==> src/core/mcwd_pkg.sv <==
// Purpose: Constants for the motion configuration word decoder.
// Assumes: One 16-bit configuration word written by the network host.
// Notes:   Bit positions and function codes of the word.
package mcwd_pkg;
   localparam int WORD_W        = 16;
   localparam int MODE_BIT      = 15;
   localparam int NO_SMOOTH_BIT = 14;
   localparam int STALL_BIT     = 13;
   localparam int RSV_HI_BIT    = 12;
   localparam int PROX_BIT      = 11;
   localparam int ENC_BIT       = 10;
   localparam int IN2_LSB       = 3;
   localparam int IN1_LSB       = 0;
   localparam int FUNC_W        = 3;
   localparam logic [15:0] RSV_MASK   = 16'h13c0;
   localparam logic [15:0] WORD_RESET = 16'h0000;
   localparam logic [15:0] ERR_STATUS = 16'h2000;
   localparam logic [2:0] FN_GP     = 3'h0;
   localparam logic [2:0] FN_CW     = 3'h1;
   localparam logic [2:0] FN_CCW    = 3'h2;
   localparam logic [2:0] FN_START  = 3'h3;
   localparam logic [2:0] FN_STOP   = 3'h4;
   localparam logic [2:0] FN_ESTOP  = 3'h5;
   localparam logic [2:0] FN_HOME   = 3'h6;
   localparam logic [2:0] FN_RSV    = 3'h7;
   localparam int SYNC_STAGES = 3;
endpackage

==> src/core/mcwd_input_fn.sv <==
// Purpose: Synchronise one discrete input and derive its function events.
// Assumes: Pin is asynchronous; active level already applied outside.
// Notes:   A change counts once the second and third stages agree.
`timescale 1ns/1ps
module mcwd_input_fn (
   input  wire logic       clock,
   input  wire logic       rst_b,
   input  wire logic       pin,
   input  wire logic [2:0] func,
   output logic            level,
   output logic            rise,
   output logic            change
);
   logic s1;
   logic s2;
   logic s3;
   logic prev;
   logic prev_d;
   wire  agree      = (s2 == s3);
   wire  next_level = agree ? s3 : prev;
   // Edges are reported only for codes that act on them, so a general
   // purpose or limit input can never raise a stray event.
   wire  edge_fn    = (func == mcwd_pkg::FN_START)
                    | (func == mcwd_pkg::FN_STOP)
                    | (func == mcwd_pkg::FN_ESTOP)
                    | (func == mcwd_pkg::FN_HOME);
   wire  both_fn    = (func == mcwd_pkg::FN_START);

   // Only the second stage reads the first.
   always_ff @(posedge clock or negedge rst_b) begin
      if (!rst_b) begin
         s1     <= 1'b0;
         s2     <= 1'b0;
         s3     <= 1'b0;
         prev   <= 1'b0;
         prev_d <= 1'b0;
      end else begin
         s1     <= pin;
         s2     <= s1;
         s3     <= s2;
         prev   <= next_level;
         prev_d <= prev;
      end
   end
   assign level  = prev;
   assign rise   = prev & ~prev_d & edge_fn;
   assign change = (prev ^ prev_d) & both_fn;
endmodule

==> src/core/mcwd_top.sv <==
// Purpose: Decode configuration word 0 and route the two inputs.
// Assumes: Word arrives with a one-cycle write strobe; pins asynchronous.
// Notes:   All outputs are registered; events are one-cycle pulses.
`timescale 1ns/1ps
module mcwd_top (
   input  wire logic        clock,
   input  wire logic        rst_b,
   input  wire logic        cfg_write,
   input  wire logic [15:0] cfg_word,
   input  wire logic        in1_pin,
   input  wire logic        in2_pin,
   input  wire logic        prox_flag,
   output logic             config_mode,
   output logic             smoothing_off,
   output logic             stall_check_en,
   output logic             prox_homing_en,
   output logic             encoder_en,
   output logic             config_error,
   output logic [15:0]      status_word,
   output logic             cw_limit,
   output logic             ccw_limit,
   output logic             start_move,
   output logic             stop_move,
   output logic             estop,
   output logic             home_event,
   output logic             encoder_latch,
   output logic [1:0]       gp_inputs
);
   ////////////////////////////////////////////////////////////////////////
   logic [15:0] word;

   function automatic logic fn_is(input logic [15:0] w,
                                  input logic [2:0]  code);
      fn_is = (w[mcwd_pkg::IN2_LSB +: mcwd_pkg::FUNC_W] == code)
           || (w[mcwd_pkg::IN1_LSB +: mcwd_pkg::FUNC_W] == code);
   endfunction

   wire [2:0] f1 = cfg_word[mcwd_pkg::IN1_LSB +: mcwd_pkg::FUNC_W];
   wire [2:0] f2 = cfg_word[mcwd_pkg::IN2_LSB +: mcwd_pkg::FUNC_W];
   wire [2:0] fa = word[mcwd_pkg::IN1_LSB +: mcwd_pkg::FUNC_W];
   wire [2:0] fb = word[mcwd_pkg::IN2_LSB +: mcwd_pkg::FUNC_W];
   wire rsv_set  = |(cfg_word & mcwd_pkg::RSV_MASK);
   wire dup_fn   = (f1 == f2) && (f1 != mcwd_pkg::FN_GP);
   wire bad_code = fn_is(cfg_word, mcwd_pkg::FN_RSV);
   wire stall_ne = cfg_word[mcwd_pkg::STALL_BIT]
                 & ~cfg_word[mcwd_pkg::ENC_BIT];
   wire invalid  = rsv_set | dup_fn | bad_code | stall_ne;
   wire want_cfg = cfg_word[mcwd_pkg::MODE_BIT];
   wire accept   = cfg_write & ~invalid;

   ////////////////////////////////////////////////////////////////////////
   logic l1;
   logic l2;
   logic r1;
   logic r2;
   logic c1;
   logic c2;
   mcwd_input_fn u_in1 (
      .clock  (clock),
      .rst_b  (rst_b),
      .pin    (in1_pin),
      .func   (fa),
      .level  (l1),
      .rise   (r1),
      .change (c1)
   );
   mcwd_input_fn u_in2 (
      .clock  (clock),
      .rst_b  (rst_b),
      .pin    (in2_pin),
      .func   (fb),
      .level  (l2),
      .rise   (r2),
      .change (c2)
   );
   // Proximity flag is a pin as well; sync it the same way.
   logic p1;
   logic p2;
   logic p3;
   logic prox;
   wire  next_prox = (p2 == p3) ? p3 : prox;

   wire [1:0] lv   = {l2, l1};
   wire [1:0] rs   = {r2, r1};
   wire [1:0] ch   = {c2, c1};
   wire enc        = word[mcwd_pkg::ENC_BIT];
   // Level or edge of whichever input carries code c.
   function automatic logic sel(input logic [1:0] v, input logic [2:0] a,
                                input logic [2:0] b, input logic [2:0] c);
      sel = (v[0] && a == c) || (v[1] && b == c);
   endfunction
   wire next_cw    = sel(lv, fa, fb, mcwd_pkg::FN_CW);
   wire next_ccw   = sel(lv, fa, fb, mcwd_pkg::FN_CCW);
   wire next_start = sel(rs, fa, fb, mcwd_pkg::FN_START);
   wire next_stop  = sel(rs, fa, fb, mcwd_pkg::FN_STOP);
   wire next_estop = sel(rs, fa, fb, mcwd_pkg::FN_ESTOP);
   // A home edge without the flag is dropped when proximity homing is on.
   wire home_rise  = sel(rs, fa, fb, mcwd_pkg::FN_HOME);
   wire next_home  = home_rise
                   & (~word[mcwd_pkg::PROX_BIT] | prox);
   wire next_latch = enc & (sel(ch, fa, fb, mcwd_pkg::FN_START)
                          | next_stop);
   wire [1:0] next_gp = {lv[1] & (fb == mcwd_pkg::FN_GP),
                         lv[0] & (fa == mcwd_pkg::FN_GP)};

   ////////////////////////////////////////////////////////////////////////
   always_ff @(posedge clock or negedge rst_b) begin
      if (!rst_b) begin
         word         <= mcwd_pkg::WORD_RESET;
         config_mode  <= 1'b0;
         config_error <= 1'b0;
         status_word  <= mcwd_pkg::WORD_RESET;
      end else if (cfg_write) begin
         if (accept) begin
            word        <= cfg_word;
            config_mode <= want_cfg;
            status_word <= cfg_word;
         end else begin
            config_mode <= 1'b0;
            status_word <= mcwd_pkg::ERR_STATUS;
         end
         config_error <= invalid;
      end
   end

   // Mode bits are held at reset value until a word is accepted.
   always_ff @(posedge clock or negedge rst_b) begin
      if (!rst_b) begin
         smoothing_off  <= 1'b0;
         stall_check_en <= 1'b0;
         prox_homing_en <= 1'b0;
         encoder_en     <= 1'b0;
         p1             <= 1'b0;
         p2             <= 1'b0;
         p3             <= 1'b0;
         prox           <= 1'b0;
         cw_limit       <= 1'b0;
         ccw_limit      <= 1'b0;
         start_move     <= 1'b0;
         stop_move      <= 1'b0;
         estop          <= 1'b0;
         home_event     <= 1'b0;
         encoder_latch  <= 1'b0;
         gp_inputs      <= 2'h0;
      end else begin
         smoothing_off  <= word[mcwd_pkg::NO_SMOOTH_BIT];
         stall_check_en <= word[mcwd_pkg::STALL_BIT] & enc;
         prox_homing_en <= word[mcwd_pkg::PROX_BIT];
         encoder_en     <= enc;
         p1             <= prox_flag;
         p2             <= p1;
         p3             <= p2;
         prox           <= next_prox;
         cw_limit       <= next_cw;
         ccw_limit      <= next_ccw;
         start_move     <= next_start;
         stop_move      <= next_stop;
         estop          <= next_estop;
         home_event     <= next_home;
         encoder_latch  <= next_latch;
         gp_inputs      <= next_gp;
      end
   end

   ////////////////////////////////////////////////////////////////////////
   chk_bad_word: assert property (
      @(posedge clock) disable iff (!rst_b)
      cfg_write && invalid |=> config_error && !config_mode)
      else $error("invalid word not flagged");
   chk_bad_kept: assert property (
      @(posedge clock) disable iff (!rst_b)
      cfg_write && invalid |=> word == $past(word))
      else $error("refused word was stored");
   chk_good_mirror: assert property (
      @(posedge clock) disable iff (!rst_b)
      cfg_write && !invalid |=> status_word == $past(cfg_word))
      else $error("status does not mirror word");
   chk_mode_bit: assert property (
      @(posedge clock) disable iff (!rst_b)
      accept |=> config_mode == $past(cfg_word[mcwd_pkg::MODE_BIT]))
      else $error("mode bit not taken");
   chk_dup_fn: assert property (
      @(posedge clock) disable iff (!rst_b)
      cfg_write && f1 == f2 && f1 != mcwd_pkg::FN_GP |=> config_error)
      else $error("duplicate function accepted");
   chk_rsv_bits: assert property (
      @(posedge clock) disable iff (!rst_b)
      cfg_write && rsv_set |=> config_error)
      else $error("reserved bit accepted");
   chk_code_seven: assert property (
      @(posedge clock) disable iff (!rst_b)
      cfg_write && fn_is(cfg_word, mcwd_pkg::FN_RSV) |=> config_error)
      else $error("reserved input code accepted");
   chk_smooth_off: assert property (
      @(posedge clock) disable iff (!rst_b)
      accept |=> ##1
         smoothing_off == $past(cfg_word[mcwd_pkg::NO_SMOOTH_BIT], 2))
      else $error("smoothing control wrong");
   chk_stall_enc: assert property (
      @(posedge clock) disable iff (!rst_b)
      cfg_write && cfg_word[mcwd_pkg::STALL_BIT]
         && !cfg_word[mcwd_pkg::ENC_BIT] |=> config_error)
      else $error("stall check without encoder");
   chk_home_prox: assert property (
      @(posedge clock) disable iff (!rst_b)
      home_event |-> !$past(word[mcwd_pkg::PROX_BIT]) || $past(prox))
      else $error("home taken without proximity");
   chk_gp_quiet: assert property (
      @(posedge clock) disable iff (!rst_b)
      word[5:0] == 6'h00 |=> !estop && !start_move && !home_event)
      else $error("general input drove a function");
   chk_limit_lvl: assert property (
      @(posedge clock) disable iff (!rst_b)
      lv[0] && fa == mcwd_pkg::FN_CW |=> cw_limit)
      else $error("clockwise limit not shown");
   chk_start_cap: assert property (
      @(posedge clock) disable iff (!rst_b)
      enc && ch[0] && fa == mcwd_pkg::FN_START |=> encoder_latch)
      else $error("start input change not captured");
   chk_stop_pulse: assert property (
      @(posedge clock) disable iff (!rst_b)
      rs[0] && fa == mcwd_pkg::FN_STOP |=> stop_move)
      else $error("stop input edge lost");
   chk_estop_edge: assert property (
      @(posedge clock) disable iff (!rst_b)
      rs[1] && fb == mcwd_pkg::FN_ESTOP |=> estop)
      else $error("emergency stop edge lost");
endmodule

==> config.mk <==
export PLATFORM = sky130hd
export DESIGN_NAME = mcwd_top
export DESIGN_NICKNAME = d
export VERILOG_FILES = /design/src/core/mcwd_pkg.sv /design/src/core/mcwd_input_fn.sv /design/src/core/mcwd_top.sv
export SDC_FILE = /design/constraint.sdc
export NUM_CORES = 1
export LEC_CHECK = 0
export BUFFER_PORTS_ARGS = -buffer_cell sky130_fd_sc_hd__buf_2
export CAP_MARGIN = 20
export CORE_MARGIN = 5
export CORE_UTILIZATION = 51
export CTS_CLUSTER_DIAMETER = 50
export DETAILED_ROUTE_END_ITERATION = 7
export MAX_ROUTING_LAYER = met4
export PLACE_DENSITY = 0.82
export SLEW_MARGIN = 15
export SYNTH_ARGS = -nofsm -noshare
export SYNTH_HDL_FRONTEND = slang
export SYNTH_SLANG_ARGS = --single-unit
==> constraint.sdc <==
create_clock -name clock -period 2.1 [get_ports clock]
set_clock_uncertainty 0.2 [all_clocks]
set_input_delay 0.42 -clock clock [delete_from_list [all_inputs] [get_ports clock]]
set_output_delay 0.42 -clock clock [all_outputs]
set_load 0.1 [all_outputs]
==> flow_results.org, run 1 <==
** Setup path
- In this run the critical register-to-register path is captured at encoder_latch.
- Together, buffers and inverters on the worst path number 1.
- The worst setup path is launched from a register.
- CP endpoint kind :: output port
- Crit path max-delay family :: buffers and inverters
- The critical path in this run is classified as reg -> out.
- In this run the worst path has a maximum fanout of 2.
- Series of cell instances along the critical path :: buf_2
- Arrival time of the worst setup path :: 1.11 ns
- For the worst setup path, the data required time is 1.48 ns.
- Reg-to-reg slack, setup :: 0.51 ns
- In this run the critical register-to-register path is launched from u_in1.level.
- The largest single stage delay on the critical path is 0.44 ns.
- R2R cell count :: 5
- On the critical path, the stage with the largest delay is an instance of sky130_fd_sc_hd__buf_2.

** Final layout
- Final Net Count :: 221
- Leaving out fill and tap cells, the most frequent cell in the layout is sky130_fd_sc_hd__dfrtp_1.
- Most flop-heavy register :: status_word
- Largest registers ranked by flip-flop count :: status_word: 15 flops, word: 10 flops, gp_inputs: 2 flops
- Number of flip-flops under the largest register name :: 15
- Share of final-layout standard cells stronger than drive strength 1 :: 37.88%
- Area added between synthesis and finish :: 22.65%
- The finished layout holds 246 standard cells, fillers aside.
- Leaving out fill and tap cells, the most frequent cells in the layout are sky130_fd_sc_hd__dfrtp_1 (54), sky130_fd_sc_hd__buf_2 (52), sky130_fd_sc_hd__a22o_1 (11).
- Antenna cell count :: 0

** Floorplanning
- Area of the die :: 5147 um^2
- Die extent in x :: 71.75 um
- After floorplanning, the core was divided into 22 placement rows.
- The core region is 3689 um^2.
- The die is 71.75 um tall.
- 53 I/O pins were placed.
- Initial core utilization :: 52.71%

** GRT
- The number of antenna violations at the first check in global routing came to 0.
- Pin count of the biggest net entering global routing :: 55
- Global-route wire length before repair :: 6354 um
- Total grt overflow :: 0
- The via count of the first global-routing pass came to 1334.
- Global-route usage over all layers :: 16.38%

** Synth
- After synthesis the netlist holds a flip-flop and latch count of 54.
- The mapped netlist covers 1944 um^2.
- After technology mapping, the gate count stands at 136.
- Number of synthesis warnings :: 0
- Number of enable-type register cells in the synthesized netlist :: 0
- When the netlist entered floorplanning its net count stood at 160.
- Share of flip-flops with an asynchronous set or reset :: 100.0%
- Leading register cell type out of synthesis :: sky130_fd_sc_hd__dfrtp_1
- The share of the Yosys chip area taken by registers is 69.50%.
- Synthesis instantiated 30 different standard cells from the library.
- Averaged over all synthesized cells, the footprint is 14.30 um^2.

** Hold path
- Worst min-delay path category :: in -> reg
- Worst hold path stage count :: 1
- Capture endpoint of the worst hold path :: u_in2.s1
- Launch instance of the worst min-delay path :: in2_pin

** Power
- In this run the static leakage power is 1.260 nW.
- The design draws 2.156 mW.
- IR analysis of the VDD net gives a maximum drop of 0.5019 mV.
- Power density of the placed cells :: 904.0 nW/um^2

** Clocking
- In this run the deepest clock path goes through 2 buffers.
- The number of clock buffers added by TritonCTS is 5.
- TritonCTS built the clock tree.
- Number of gates given a new drive strength after cts :: 0
- Cell at the root of the clock tree :: sky130_fd_sc_hd__clkbuf_8
- Htree depth :: 2
- The clock net in this run drives a total of 54 sinks.
- Insertion delay of the later-clocked pin in the worst-skew pair :: 0.30 ns
- After clock tree synthesis, the clock-pin slew on the worst setup and hold paths is 0.09 ns.

** Detailed routing
- Post-DRT Antenna Nets :: 0
- For this run, design rule violations remaining after detail routing come to 0.
- Drt initial violations :: 57
- After detailed routing, the number of vias per cell comes to 5.154.
- The final layout contains routed wiring with a total length of 3749 um.
- Dividing the detail-routed wire length by the instance count gives 15.24 um.
- Before antenna repair, the detailed router went through 4 iterations.
- Total vias in the final route :: 1268

** Run status
- The flow ran to the end, and the final reports show no timing, DRC or antenna violations.

** Placement
- Including well taps, the total number of placed cells is 237.
- At the end of routability-driven placement, the weighted congestion stood at 0.9284.
- DPL Wire Length :: 2820 um
- Quantity of I/O buffers inserted on ports :: 52

** Flow run
- Number of maximum-capacitance violations :: 0

** Timing
- The worst path in the final design needs a cycle of 1.732 ns, including I/O delays and setup.
- Dividing the final minimum period by the clock period gives 82.50%.
- The hold violation count in the final report was 0.
- Setup Total Neg Slack :: 0 ns
- Setup repair after global routing left no endpoint under its margin.
- Worst-margin pin slew :: 0.4974 ns
- Setup violations remaining at the end of the flow were counted as 0.
- The max-slew violation count is 0.
- Measured against its own limit, the worst slew margin works out to 67.07%.
- Fmax :: 0.5772 GHz
-- cells by family (layout without fill, tap and decap cells) --
group | Yosys count | count (layout) | synth area share (%)
and+or+nand+nor | 35 | 35 | 9.846
xor gates and xnor gates | 3 | 3 | 1.352
DFF | 54 | 54 | 69.50
AOI/OAI and AO/OA | 20 | 20 | 8.301
muxes | 10 | 10 | 5.792
buffers and inverters | 9 | 71 | 2.381
adders and majority gates | 5 | 5 | 2.831
-- per-stage QoR --
stage | util (%) | setup slack [ns] | area (um^2) | hold WS, ns
after detailed placement | 61.91 | 0.08879 | 2283 | 0.1370
final | 64.65 | 0.3676 | 2385 | 0.02208
after global routing | 64.65 | 0.2793 | 2385 | 0.008805
after CTS | 64.65 | 0.3565 | 2385 | 0.01592
after floorplan | - | 0.1394 | 1944 | -0.07559
after global placement | 61.91 | 0.1383 | 2283 | 0.1317
-- cell usage after synthesis, types with 2 or more instances --
cell type                   n  area [um^2]
sky130_fd_sc_hd__nand3_1    2        10.01
sky130_fd_sc_hd__mux2_2    10        112.6
sky130_fd_sc_hd__a21oi_1    2        10.01
sky130_fd_sc_hd__nor3_1     5        25.02
sky130_fd_sc_hd__maj3_1     3        30.03
sky130_fd_sc_hd__xor2_1     3        26.28
sky130_fd_sc_hd__nor2_1     8        30.03
sky130_fd_sc_hd__nand2_1    6        22.52
sky130_fd_sc_hd__inv_1      5        18.77
sky130_fd_sc_hd__o22ai_1    2        12.51
sky130_fd_sc_hd__nand2b_1   3        18.77
sky130_fd_sc_hd__ha_1       2        25.02
sky130_fd_sc_hd__a22o_1    11        96.34
sky130_fd_sc_hd__nor2b_1    3        18.77
sky130_fd_sc_hd__dfrtp_1   54         1351
sky130_fd_sc_hd__and2b_1    3        22.52
-- where the power goes --
part	internal, mW	total (mW)	switching [mW]
Sequential	1.12	1.17	0.0580
Combinational	0.0967	0.413	0.316
Clock	0.266	0.570	0.303
-- worst max-delay path by stage --
| stage | startpoint | end | slack, ns | cells past startpoint |
|---|---|---|---|---|
| 2_1_floorplan | config_mode | status_word[15] | 0.14 | 1 |
| 3_3_place_gp | cfg_word[12] | word[5] | 0.14 | 6 |
| 3_5_place_dp | cfg_write | word[2] | 0.09 | 6 |
| 4_1_cts | status_word[0] | status_word[0] | 0.36 | 1 |
| 5_1_grt | cfg_write | word[2] | 0.28 | 6 |
| 6_report | status_word[0] | status_word[0] | 0.37 | 1 |
-- area by class of cell --
cell class	instances	area, um^2
Sequential cell	54	1351
Fill cell	283	1304
Tap cell	48	60.06
Timing Repair Buffer	57	312.8
Multi-Input combinational cell	73	546.8
Inverter	6	22.52
Clock inverter	1	5.005
Clock buffer	7	86.33
-- routing by layer --
layer  GRT usage [%]  share of wire (%)  wire length [um]
met1           19.70                 43              1602
met2           26.94                 51              1916
met3           2.945                4.5               170
met4           7.307                1.6                59
met5               -                  0                 0
-- worst register-to-register path: stages, from the launching register on --
cell and delay [ns]:
sky130_fd_sc_hd__dfrtp_1 0.43, sky130_fd_sc_hd__ha_1 0.23, sky130_fd_sc_hd__nand2_1 0.11, sky130_fd_sc_hd__or3_1 0.11, sky130_fd_sc_hd__o31ai_1 0.09, sky130_fd_sc_hd__o31a_1 0.32
-- timing repair --
action | 4_1_cts | 5_1_grt
hold buffers | 1 | 0
setup endpoints to repair | 0 | 0
endpoints found under the hold margin | 54 | 0
setup buffers | 0 | 0
Power figures use the tool's default switching activity.
==> run 2: changes to the inputs <==
--- a/config.mk
+++ b/config.mk
@@ -5,6 +5,7 @@
 export SDC_FILE = /design/constraint.sdc
 export NUM_CORES = 1
 export LEC_CHECK = 0
+export ABC_AREA = 1
 export BUFFER_PORTS_ARGS = -buffer_cell sky130_fd_sc_hd__buf_2
 export CAP_MARGIN = 20
 export CORE_MARGIN = 5
@@ -12,7 +13,7 @@
 export CTS_CLUSTER_DIAMETER = 50
 export DETAILED_ROUTE_END_ITERATION = 7
 export MAX_ROUTING_LAYER = met4
-export PLACE_DENSITY = 0.82
+export PLACE_DENSITY = 0.81
 export SLEW_MARGIN = 15
 export SYNTH_ARGS = -nofsm -noshare
 export SYNTH_HDL_FRONTEND = slang
==> constraint.sdc (replaced) <==
create_clock -name clock -period 1.7 [get_ports clock]
set_clock_uncertainty 0.2 [all_clocks]
set_input_delay 0.34 -clock clock [delete_from_list [all_inputs] [get_ports clock]]
set_output_delay 0.34 -clock clock [all_outputs]
set_load 0.1 [all_outputs]
==> run 2 against run 1 <==
Effect of this change:
- sequential share of layout area fell by 2.4 points
- synthesized cell count rose by 49%
- final cell count rose by 29%
- count of clock-buffer cells in the layout fell by 2
- non-clock buffer count rose by 3
- setup slack got worse by 0.33 ns
- hold slack improved by 0.028 ns
==> flow_results.org, run 2 <==
** Run status
- Status :: finished clean (unchanged)

** Timing
- The relative slew slack is 67.44% (was 67.07%).
- The hold violation count in the final report was 0 (unchanged).
- For the finished layout, the period the worst path requires is 1.659 ns.
- Setup Total Neg Slack :: 0 ns (unchanged)
- Fmax :: 0.6027 GHz
- Setup repair after global routing missed its margin :: no (unchanged)
- Final Max Slew Viols :: 0 (unchanged)
- Worst-margin pin slew :: 0.4918 ns (was 0.4974 ns)
- The worst hold slack was 0.05028 ns (was 0.02208 ns).
- The number of endpoints failing setup at the final stage is 0 (unchanged).
- Portion of the clock cycle consumed by the worst path in the final layout :: 97.60%

** Clocking
- Deepest clock path buffer count :: 2 (unchanged)
- The post-cts resize count is 0 (unchanged).
- Cell at the root of the clock tree :: sky130_fd_sc_hd__clkbuf_8 (unchanged)
- The insertion delay of the later-clocked pin in the worst-skew pair is 0.31 ns (was 0.30 ns).
- Htree depth :: 2 (unchanged)
- CTS tree :: yes (unchanged)
- CTS Sinks :: 54 (unchanged)
- The total CTS buffers was 5 (unchanged).
- The number of setup buffers added after CTS is 0 (unchanged).
- The clock-pin transition on the worst setup and hold timing paths is 0.10 ns (was 0.09 ns).

** Final layout
- Sequential cell area :: 1353 um^2 (was 1351 um^2)
- Final Net Count :: 290 (was 221)
- Share of final-layout standard cells stronger than drive strength 1 :: 26.22% (was 37.88%)
- Count of non-filler cells in the finished layout :: 317 (was 246)
- Footprint of the multi-input gates :: 534.3 um^2 (was 546.8 um^2)
- Most frequent cells in the layout: sky130_fd_sc_hd__nand2_1 (62), sky130_fd_sc_hd__dfrtp_1 (53), sky130_fd_sc_hd__buf_2 (52) (was sky130_fd_sc_hd__dfrtp_1 (54), sky130_fd_sc_hd__buf_2 (52), sky130_fd_sc_hd__a22o_1 (11)).
- The number of inserted filler cells in the final layout is 326 (was 283).
- Most flop-heavy register :: status_word (unchanged)
- Area added between synthesis and finish :: 22.81% (was 22.65%)
- Number of flip-flops under the largest register name :: 15 (unchanged)
- The most frequent standard cell in the layout excluding fill and tap cells was sky130_fd_sc_hd__nand2_1 (was sky130_fd_sc_hd__dfrtp_1).
- Largest registers ranked by flip-flop count :: status_word: 15 flops, word: 10 flops, gp_inputs: 2 flops (unchanged)
- Antenna cell count :: 0 (unchanged)
- The core occupancy in the finished layout was 63.22% (was 64.65%).

** GRT
- The via count of the first global-routing pass came to 1407 (was 1334).
- The pin count of the biggest net entering global routing was 55 (unchanged).
- The number of antenna violations at the first check in global routing came to 0 (unchanged).
- The overall fraction of global-route tracks in use is 15.60% (was 16.38%).
- The remaining global-route overflow is 0 (unchanged).
- The global-route wire length before repair came to 6230 um (was 6354 um).

** Synth
- Dominant cell type by area after synthesis :: sky130_fd_sc_hd__dfrtp_1 (unchanged)
- The post-synthesis adder-cell area fraction came to 2.713% (was 2.831%).
- Syn nets :: 227 (was 160)
- Post-synthesis cell type count :: 20 (was 30)
- The synthesized area per cell came to 9.997 um^2 (was 14.30 um^2).
- Number of enable-type register cells in the synthesized netlist :: 0 (unchanged)
- Sequential fraction of the synthesis area :: 66.58% (was 69.50%)
- The most instantiated library cell after synthesis was sky130_fd_sc_hd__nand2_1 (was sky130_fd_sc_hd__dfrtp_1).
- The mux share of post-synthesis cell area was 0% (was 5.792%).
- The warning count from the yosys run was 0 (unchanged).
- Top cells by area in the synthesized netlist :: sky130_fd_sc_hd__dfrtp_1 (67%), sky130_fd_sc_hd__nand2_1 (11%), sky130_fd_sc_hd__inv_1 (5.2%) (was sky130_fd_sc_hd__dfrtp_1 (69%), sky130_fd_sc_hd__mux2_2 (5.8%), sky130_fd_sc_hd__a22o_1 (5.0%))
- The cell area after technology mapping was 2029 um^2 (was 1944 um^2).
- Dominant combinational cell family by area after synthesis :: simple AND/OR/NAND/NOR gates (unchanged)
- The share of flip-flops with an asynchronous set or reset after synthesis is 100.0% (unchanged).
- Synth cell count leaders: sky130_fd_sc_hd__nand2_1 (62), sky130_fd_sc_hd__dfrtp_1 (54), sky130_fd_sc_hd__inv_1 (28) (was sky130_fd_sc_hd__dfrtp_1 (54), sky130_fd_sc_hd__a22o_1 (11), sky130_fd_sc_hd__mux2_2 (10)).
- Share of the synthesized area in compound gates (AO/OA/AOI/OAI) :: 2.651% (was 8.301%)
- Synth Area in XOR/XNOR :: 0% (was 1.351%)
- Post-Synthesis Cells :: 203 (was 136)
- Synthesized-area fraction occupied by and/or/nand/nor cells :: 20.96% (was 9.846%)
- Synth Register Bits :: 54 (unchanged)
- The area share of the largest cell type after synthesis was 66.58% (was 69.50%).
- Leading register cell type out of synthesis :: sky130_fd_sc_hd__dfrtp_1 (unchanged)

** Detailed routing
- Total vias in the final route :: 1493 (was 1268)
- Via-to-Cell Ratio :: 4.710 (was 5.154)
- First-pass DRT Iterations :: 4 (unchanged)
- Residual DRC :: 0 (unchanged)
- The total routed wirelength was 3618 um (was 3749 um).
- Post-DRT Antenna Nets :: 0 (unchanged)
- Drt initial violations :: 69 (was 57)
- Wire length per cell after detailed routing :: 11.41 um (was 15.24 um)

** Floorplanning
- The area of the core came to 3943 um^2 (was 3689 um^2).
- Initial core utilization :: 51.48% (was 52.71%)
- Die extent in x :: 73.08 um (was 71.75 um)
- The area of the die is 5341 um^2 (was 5147 um^2).
- The height of the die came to 73.08 um (was 71.75 um).
- Standard-cell row count :: 23 (was 22)
- The number of top-level pins is 53 (unchanged).

** Power
- Max VDD drop :: 0.6772 mV (was 0.5019 mV)
- Power density of the placed cells :: 1067 nW/um^2 (was 904.0 nW/um^2)
- The total leakage power was 1.434 nW (was 1.260 nW).

** Setup path
- R2R cell count :: 5 (unchanged)
- The end of the critical path was status_word[1] (was status_word[0]).
- Worst Path Max Fanout :: 2 (unchanged)
- Required @ worst endpoint :: 1.16 ns (was 1.48 ns)
- Number of logic stages on the critical path including buffering :: 1 (unchanged)
- The data arrival time of the critical path came to 1.12 ns (was 1.11 ns).
- The class of the most critical setup path is reg -> out (unchanged).
- Worst reg2reg path startpoint :: u_in2.level (was u_in1.level)
- The worst setup path startpoint was status_word[1] (was status_word[0]).
- Reg-to-reg slack, setup :: 0.34 ns (was 0.51 ns)
- Series of cell instances along the critical path: buf_2 (unchanged).
- Slowest stage cell on the critical path :: sky130_fd_sc_hd__buf_2 (unchanged)
- The count of buffering cells on the critical path with inverters included came to 1 (unchanged).
- The kind of start point of the critical path is a register (unchanged).
- The cell family with the largest share of critical-path delay is buffers and inverters (unchanged).
- The largest stage delay on the critical path is 0.43 ns (was 0.44 ns).
- R2R Path End :: encoder_latch (unchanged)
- CP endpoint kind :: output port (unchanged)

** Placement
- DPL Wire Length :: 2706 um (was 2820 um)
- Total placed cells including tap cells :: 305 (was 237)
- The routability congestion estimate was 0.8956 (was 0.9284).
- The number of buffer cells added on primary ports came to 52 (unchanged).

** Flow run
- The number of violations of the max-capacitance limit came to 0 (unchanged).

** Hold path
- The class of the tightest hold or removal check was in -> reg (unchanged).
==> run 2: changes by cell type after synthesis, moves of 8 or more <==
cell / change
sky130_fd_sc_hd__nand2_1: +56
sky130_fd_sc_hd__inv_1: +23
sky130_fd_sc_hd__nand3_1: +14
sky130_fd_sc_hd__a22o_1: -11
sky130_fd_sc_hd__mux2_2: -10
sky130_fd_sc_hd__nor2_1: +8
==> run 2: stage by stage <==
| step | area [um^2] | total power [mW] | setup slack, ns |
|---|---|---|---|
| detailed placement | 2361 | 1.964 | 0.08906 |
| global route | 2492 | 2.787 | 0.002601 |
| floorplan | 2031 | 1.827 | 0.1137 |
| finish | 2492 | 2.660 | 0.04079 |
| CTS | 2492 | 2.687 | 0.02881 |
| global placement | 2361 | 1.955 | 0.1681 |
==> run 2: logic make-up after synthesis <==
family                   after synthesis
flip-flops                            54
buffers and inverters                 33
AO/OA/AOI/OAI                          9
adder cells (fa/ha/maj)                5
AND/OR/NAND/NOR                      102
==> run 2: final cells by class <==
cell class | count | share of cell area (%)
well taps | 50 | 2.510
flip-flops and latches | 54 | 54.27
repair buffers | 60 | 13.76
multi-input cells | 116 | 21.44
clock inverters | 3 | 0.9036
inverters | 29 | 4.367
clock buffers | 5 | 2.761
==> run 2: power breakdown <==
group | internal (mW) | switching, mW | leakage (nW)
Combinational | 0.111 | 0.400 | 0.688
Sequential | 1.37 | 0.0552 | 0.697
Clock | 0.298 | 0.420 | 0.0489
==> run 2: worst min path at each step <==
| stage | startpoint | to | slack, ns | depth (start not counted) |
|---|---|---|---|---|
| 2_1_floorplan | rst_b | ccw_limit | -0.16 | 0 |
| 3_3_place_gp | u_in2.s1 | u_in2.s2 | 0.13 | 0 |
| 3_5_place_dp | u_in2.s1 | u_in2.s2 | 0.14 | 0 |
| 4_1_cts | cfg_word[15] | config_mode | 0.05 | 3 |
| 5_1_grt | cfg_word[15] | config_mode | 0.06 | 3 |
| 6_report | cfg_word[15] | config_mode | 0.05 | 3 |
==> run 2: per-layer routing <==
| metal | share of wire [%] | GRT usage (%) |
|---|---|---|
| met5 | 0 | - |
| met4 | 1.2 | 6.557 |
| met3 | 6.3 | 3.581 |
| met2 | 47 | 22.74 |
| met1 | 46 | 21.02 |
==> run 2: repair_timing <==
action                                  4_1_cts  5_1_grt
hold endpoints to repair                     57        0
hold buffers                                  4        0
endpoints found under the setup margin        0        0
==> run 3: changes to the inputs <==
--- a/config.mk
+++ b/config.mk
@@ -13,7 +13,7 @@
 export CTS_CLUSTER_DIAMETER = 50
 export DETAILED_ROUTE_END_ITERATION = 7
 export MAX_ROUTING_LAYER = met4
-export PLACE_DENSITY = 0.81
+export PLACE_DENSITY = 0.86
 export SLEW_MARGIN = 15
 export SYNTH_ARGS = -nofsm -noshare
 export SYNTH_HDL_FRONTEND = slang
==> run 3 against run 2 <==
Effect of this change:
- clock power shrank 0.6%
- count of clock-buffer cells in the layout grew 1
- global-route usage grew 1.3 points
- first-iteration DRC count grew 30%
- sequential power is essentially flat
- critical path type unchanged
==> flow_results.org, run 3 (same netlist as run 2, synthesis figures left out) <==
** Detailed routing
- The violation count after the first detailed-route iteration came to 90 (was 69).
- The total routed wirelength was 3839 um (was 3618 um).
- Total vias in the final route :: 1498 (was 1493)
- Post-DRT Antenna Nets :: 0 (unchanged)
- The DRC violation count after routing was 0 (unchanged).
- Wire length per cell after detailed routing :: 12.07 um (was 11.41 um)
- The first-pass detailed-route iteration total is 5 (was 4).
- Via-to-Cell Ratio :: 4.711 (was 4.710)

** Timing
- Final critical path time including I/O delays and setup :: 1.642 ns (was 1.659 ns)
- Final Max Slew Viols :: 0 (unchanged)
- The share of the clock period used by the worst path after layout came to 96.59% (was 97.60%).
- The slew at the pin closest to its max-slew limit was 0.5065 ns (was 0.4918 ns).
- The hold violation count in the final report was 0 (unchanged).
- Headroom to the max-slew limit :: 66.46% (was 67.44%)
- Setup repair after global routing missed its margin :: no (unchanged)
- The sum of negative setup slack is 0 ns (unchanged).
- Fmax :: 0.6090 GHz (was 0.6027 GHz)
- The number of endpoints failing setup at the final stage was 0 (unchanged).

** Setup path
- WP buf/inv :: 1 (unchanged)
- Delay of the slowest cell on the worst path :: 0.42 ns (was 0.43 ns)
- Crit path max-delay family :: buffers and inverters (unchanged)
- The cell with the largest stage delay on the worst path is sky130_fd_sc_hd__buf_2 (unchanged).
- The data arrival time of the critical path was 1.10 ns (was 1.12 ns).
- CP Launch Type :: register (unchanged)
- The endpoint class of the critical path was an output port (unchanged).
- Series of cell instances along the critical path :: buf_2 (unchanged)
- The required time of the critical path came to 1.16 ns (about the same).
- Worst Path Max Fanout :: 3 (was 2)
- Crit Path Category :: reg -> out (unchanged)

** Floorplanning
- The area of the core is 3943 um^2 (unchanged).
- The area of the die is 5341 um^2 (unchanged).
- Initial core utilization :: 51.48% (unchanged)
- The row count is 23 (unchanged).
- Die extent in x :: 73.08 um (unchanged)
- Number of ports placed on the die boundary :: 53 (unchanged)
- Die boundary height :: 73.08 um (unchanged)

** Power
- The total power per unit cell area is 1065 nW/um^2 (was 1067 nW/um^2).
- Cell leakage power :: 1.436 nW (was 1.434 nW)
- The largest voltage drop on the vdd net is 0.5836 mV (was 0.6772 mV).

** Placement
- Cell Area, Placed :: 2369 um^2 (was 2361 um^2)
- The HPWL after detailed placement was 2867 um (was 2706 um).
- The total instance count after detailed placement is 306 (was 305).
- Last weighted congestion value of the routability-driven placer :: 0.8946 (was 0.8956)
- Quantity of I/O buffers inserted on ports :: 52 (unchanged)

** GRT
- The pin count of the biggest net entering global routing is 55 (unchanged).
- Global-route usage over all layers :: 16.87% (was 15.60%)
- The remaining global-route overflow is 0 (unchanged).
- Antenna violations before repair :: 0 (unchanged)
- The via count of the first global-routing pass was 1526 (was 1407).
- The global-route wire length before repair came to 6762 um (was 6230 um).

** Clocking
- The clock-pin transition on the worst setup and hold timing paths was 0.09 ns (was 0.10 ns).
- Htree depth :: 2 (unchanged)
- The TritonCTS sink count is 54 (unchanged).
- The CTS root buffer is sky130_fd_sc_hd__clkbuf_8 (unchanged).
- Clock buffer count from CTS :: 5 (unchanged)
- Deepest clock path buffer count :: 2 (unchanged)
- Insertion delay of the later-clocked pin in the worst-skew pair :: 0.30 ns (was 0.31 ns)
- Number of gates given a new drive strength after cts :: 0 (unchanged)
- CTS tree :: yes (unchanged)

** Run status
- Status :: finished clean (unchanged)

** Final layout
- The synthesis-to-layout area growth was 23.37% (was 22.81%).
- Post-route cell area :: 2504 um^2 (was 2492 um^2)
- Most frequent cells in the layout: sky130_fd_sc_hd__nand2_1 (62), sky130_fd_sc_hd__dfrtp_1 (53), sky130_fd_sc_hd__buf_2 (52) (unchanged).
- Most flop-heavy register :: status_word (unchanged)
- The core occupancy in the finished layout is 63.50% (was 63.22%).
- Final Net Count :: 291 (was 290)
- The final cell count without fillers was 318 (was 317).
- Most common library cell in the layout ignoring fill and taps :: sky130_fd_sc_hd__nand2_1 (unchanged)
- Number of flip-flops under the largest register name :: 15 (unchanged)
- Antenna cell count :: 0 (unchanged)
- The proportion of layout cells with a drive suffix above 1 came to 26.49% (was 26.22%).
- Filler instances :: 327 (was 326)
- Largest registers ranked by flip-flop count :: status_word: 15 flops, word: 10 flops, gp_inputs: 2 flops (unchanged)

** Hold path
- Worst min-delay path category :: in -> reg (unchanged)

** Flow run
- The number of violations of the max-capacitance limit is 0 (unchanged).
-- run 3: cell types whose count changed in the layout (fill, tap and decap cells not counted), sizes merged --
cell	previous run	this run
clkinvlp	0	1
buf	56	57
inv	30	28
clkbuf	5	6
-- run 3: metrics by stage --
| stage | total power [mW] | worst slack [ns] | hold WS, ns |
|---|---|---|---|
| detailed placement | 1.973 | 0.1336 | 0.1355 |
| CTS | 2.687 | 0.04494 | 0.06166 |
| global route | 2.773 | 0.004897 | 0.07079 |
| global placement | 1.956 | 0.1951 | 0.1348 |
| floorplan | 1.827 | 0.1137 | -0.1556 |
| finish | 2.665 | 0.05797 | 0.06470 |
-- run 3: repair_timing --
action / 4_1_cts / 5_1_grt
setup buffers: 0 / 0
endpoints found under the hold margin: 57 / 0
hold buffers: 4 / 0
setup endpoints to repair: 0 / 0
-- run 3: routing by layer --
layer | track usage, % | wire length (um)
met4 | 7.582 | 64
met5 | - | 0
met2 | 25.62 | 1845
met3 | 3.168 | 227
met1 | 22.07 | 1703
-- run 3: final cells by class --
| cell class | instances | area, um^2 | area share (%) |
|---|---|---|---|
| repair buffers | 61 | 350.3 | 13.99 |
| clock inverters | 2 | 12.51 | 0.4998 |
| inverters | 29 | 108.9 | 4.348 |
| multi-input cells | 116 | 534.3 | 21.34 |
| flip-flops and latches | 54 | 1353 | 54.02 |
| clock buffers | 6 | 82.58 | 3.298 |
| well taps | 50 | 62.56 | 2.499 |
-- run 3: final timing paths --
check                             start  depth (start not counted)       endpoint  slack, ns
max                         config_mode                          1    config_mode       0.06
min                        cfg_word[15]                          3    config_mode       0.06
max reg2reg                 u_in2.level                          5  encoder_latch       0.29
min reg2reg                          p1                          0             p2       0.15
max in group asynchronous         rst_b                          3    config_mode       0.69
min in group asynchronous         rst_b                          3             p2       0.36
-- run 3: report_power, final --
group          internal [mW]  leakage, nW  switching (mW)
combinational          0.114        0.692           0.404
clock                  0.328       0.0472           0.388
sequential              1.37        0.697          0.0573
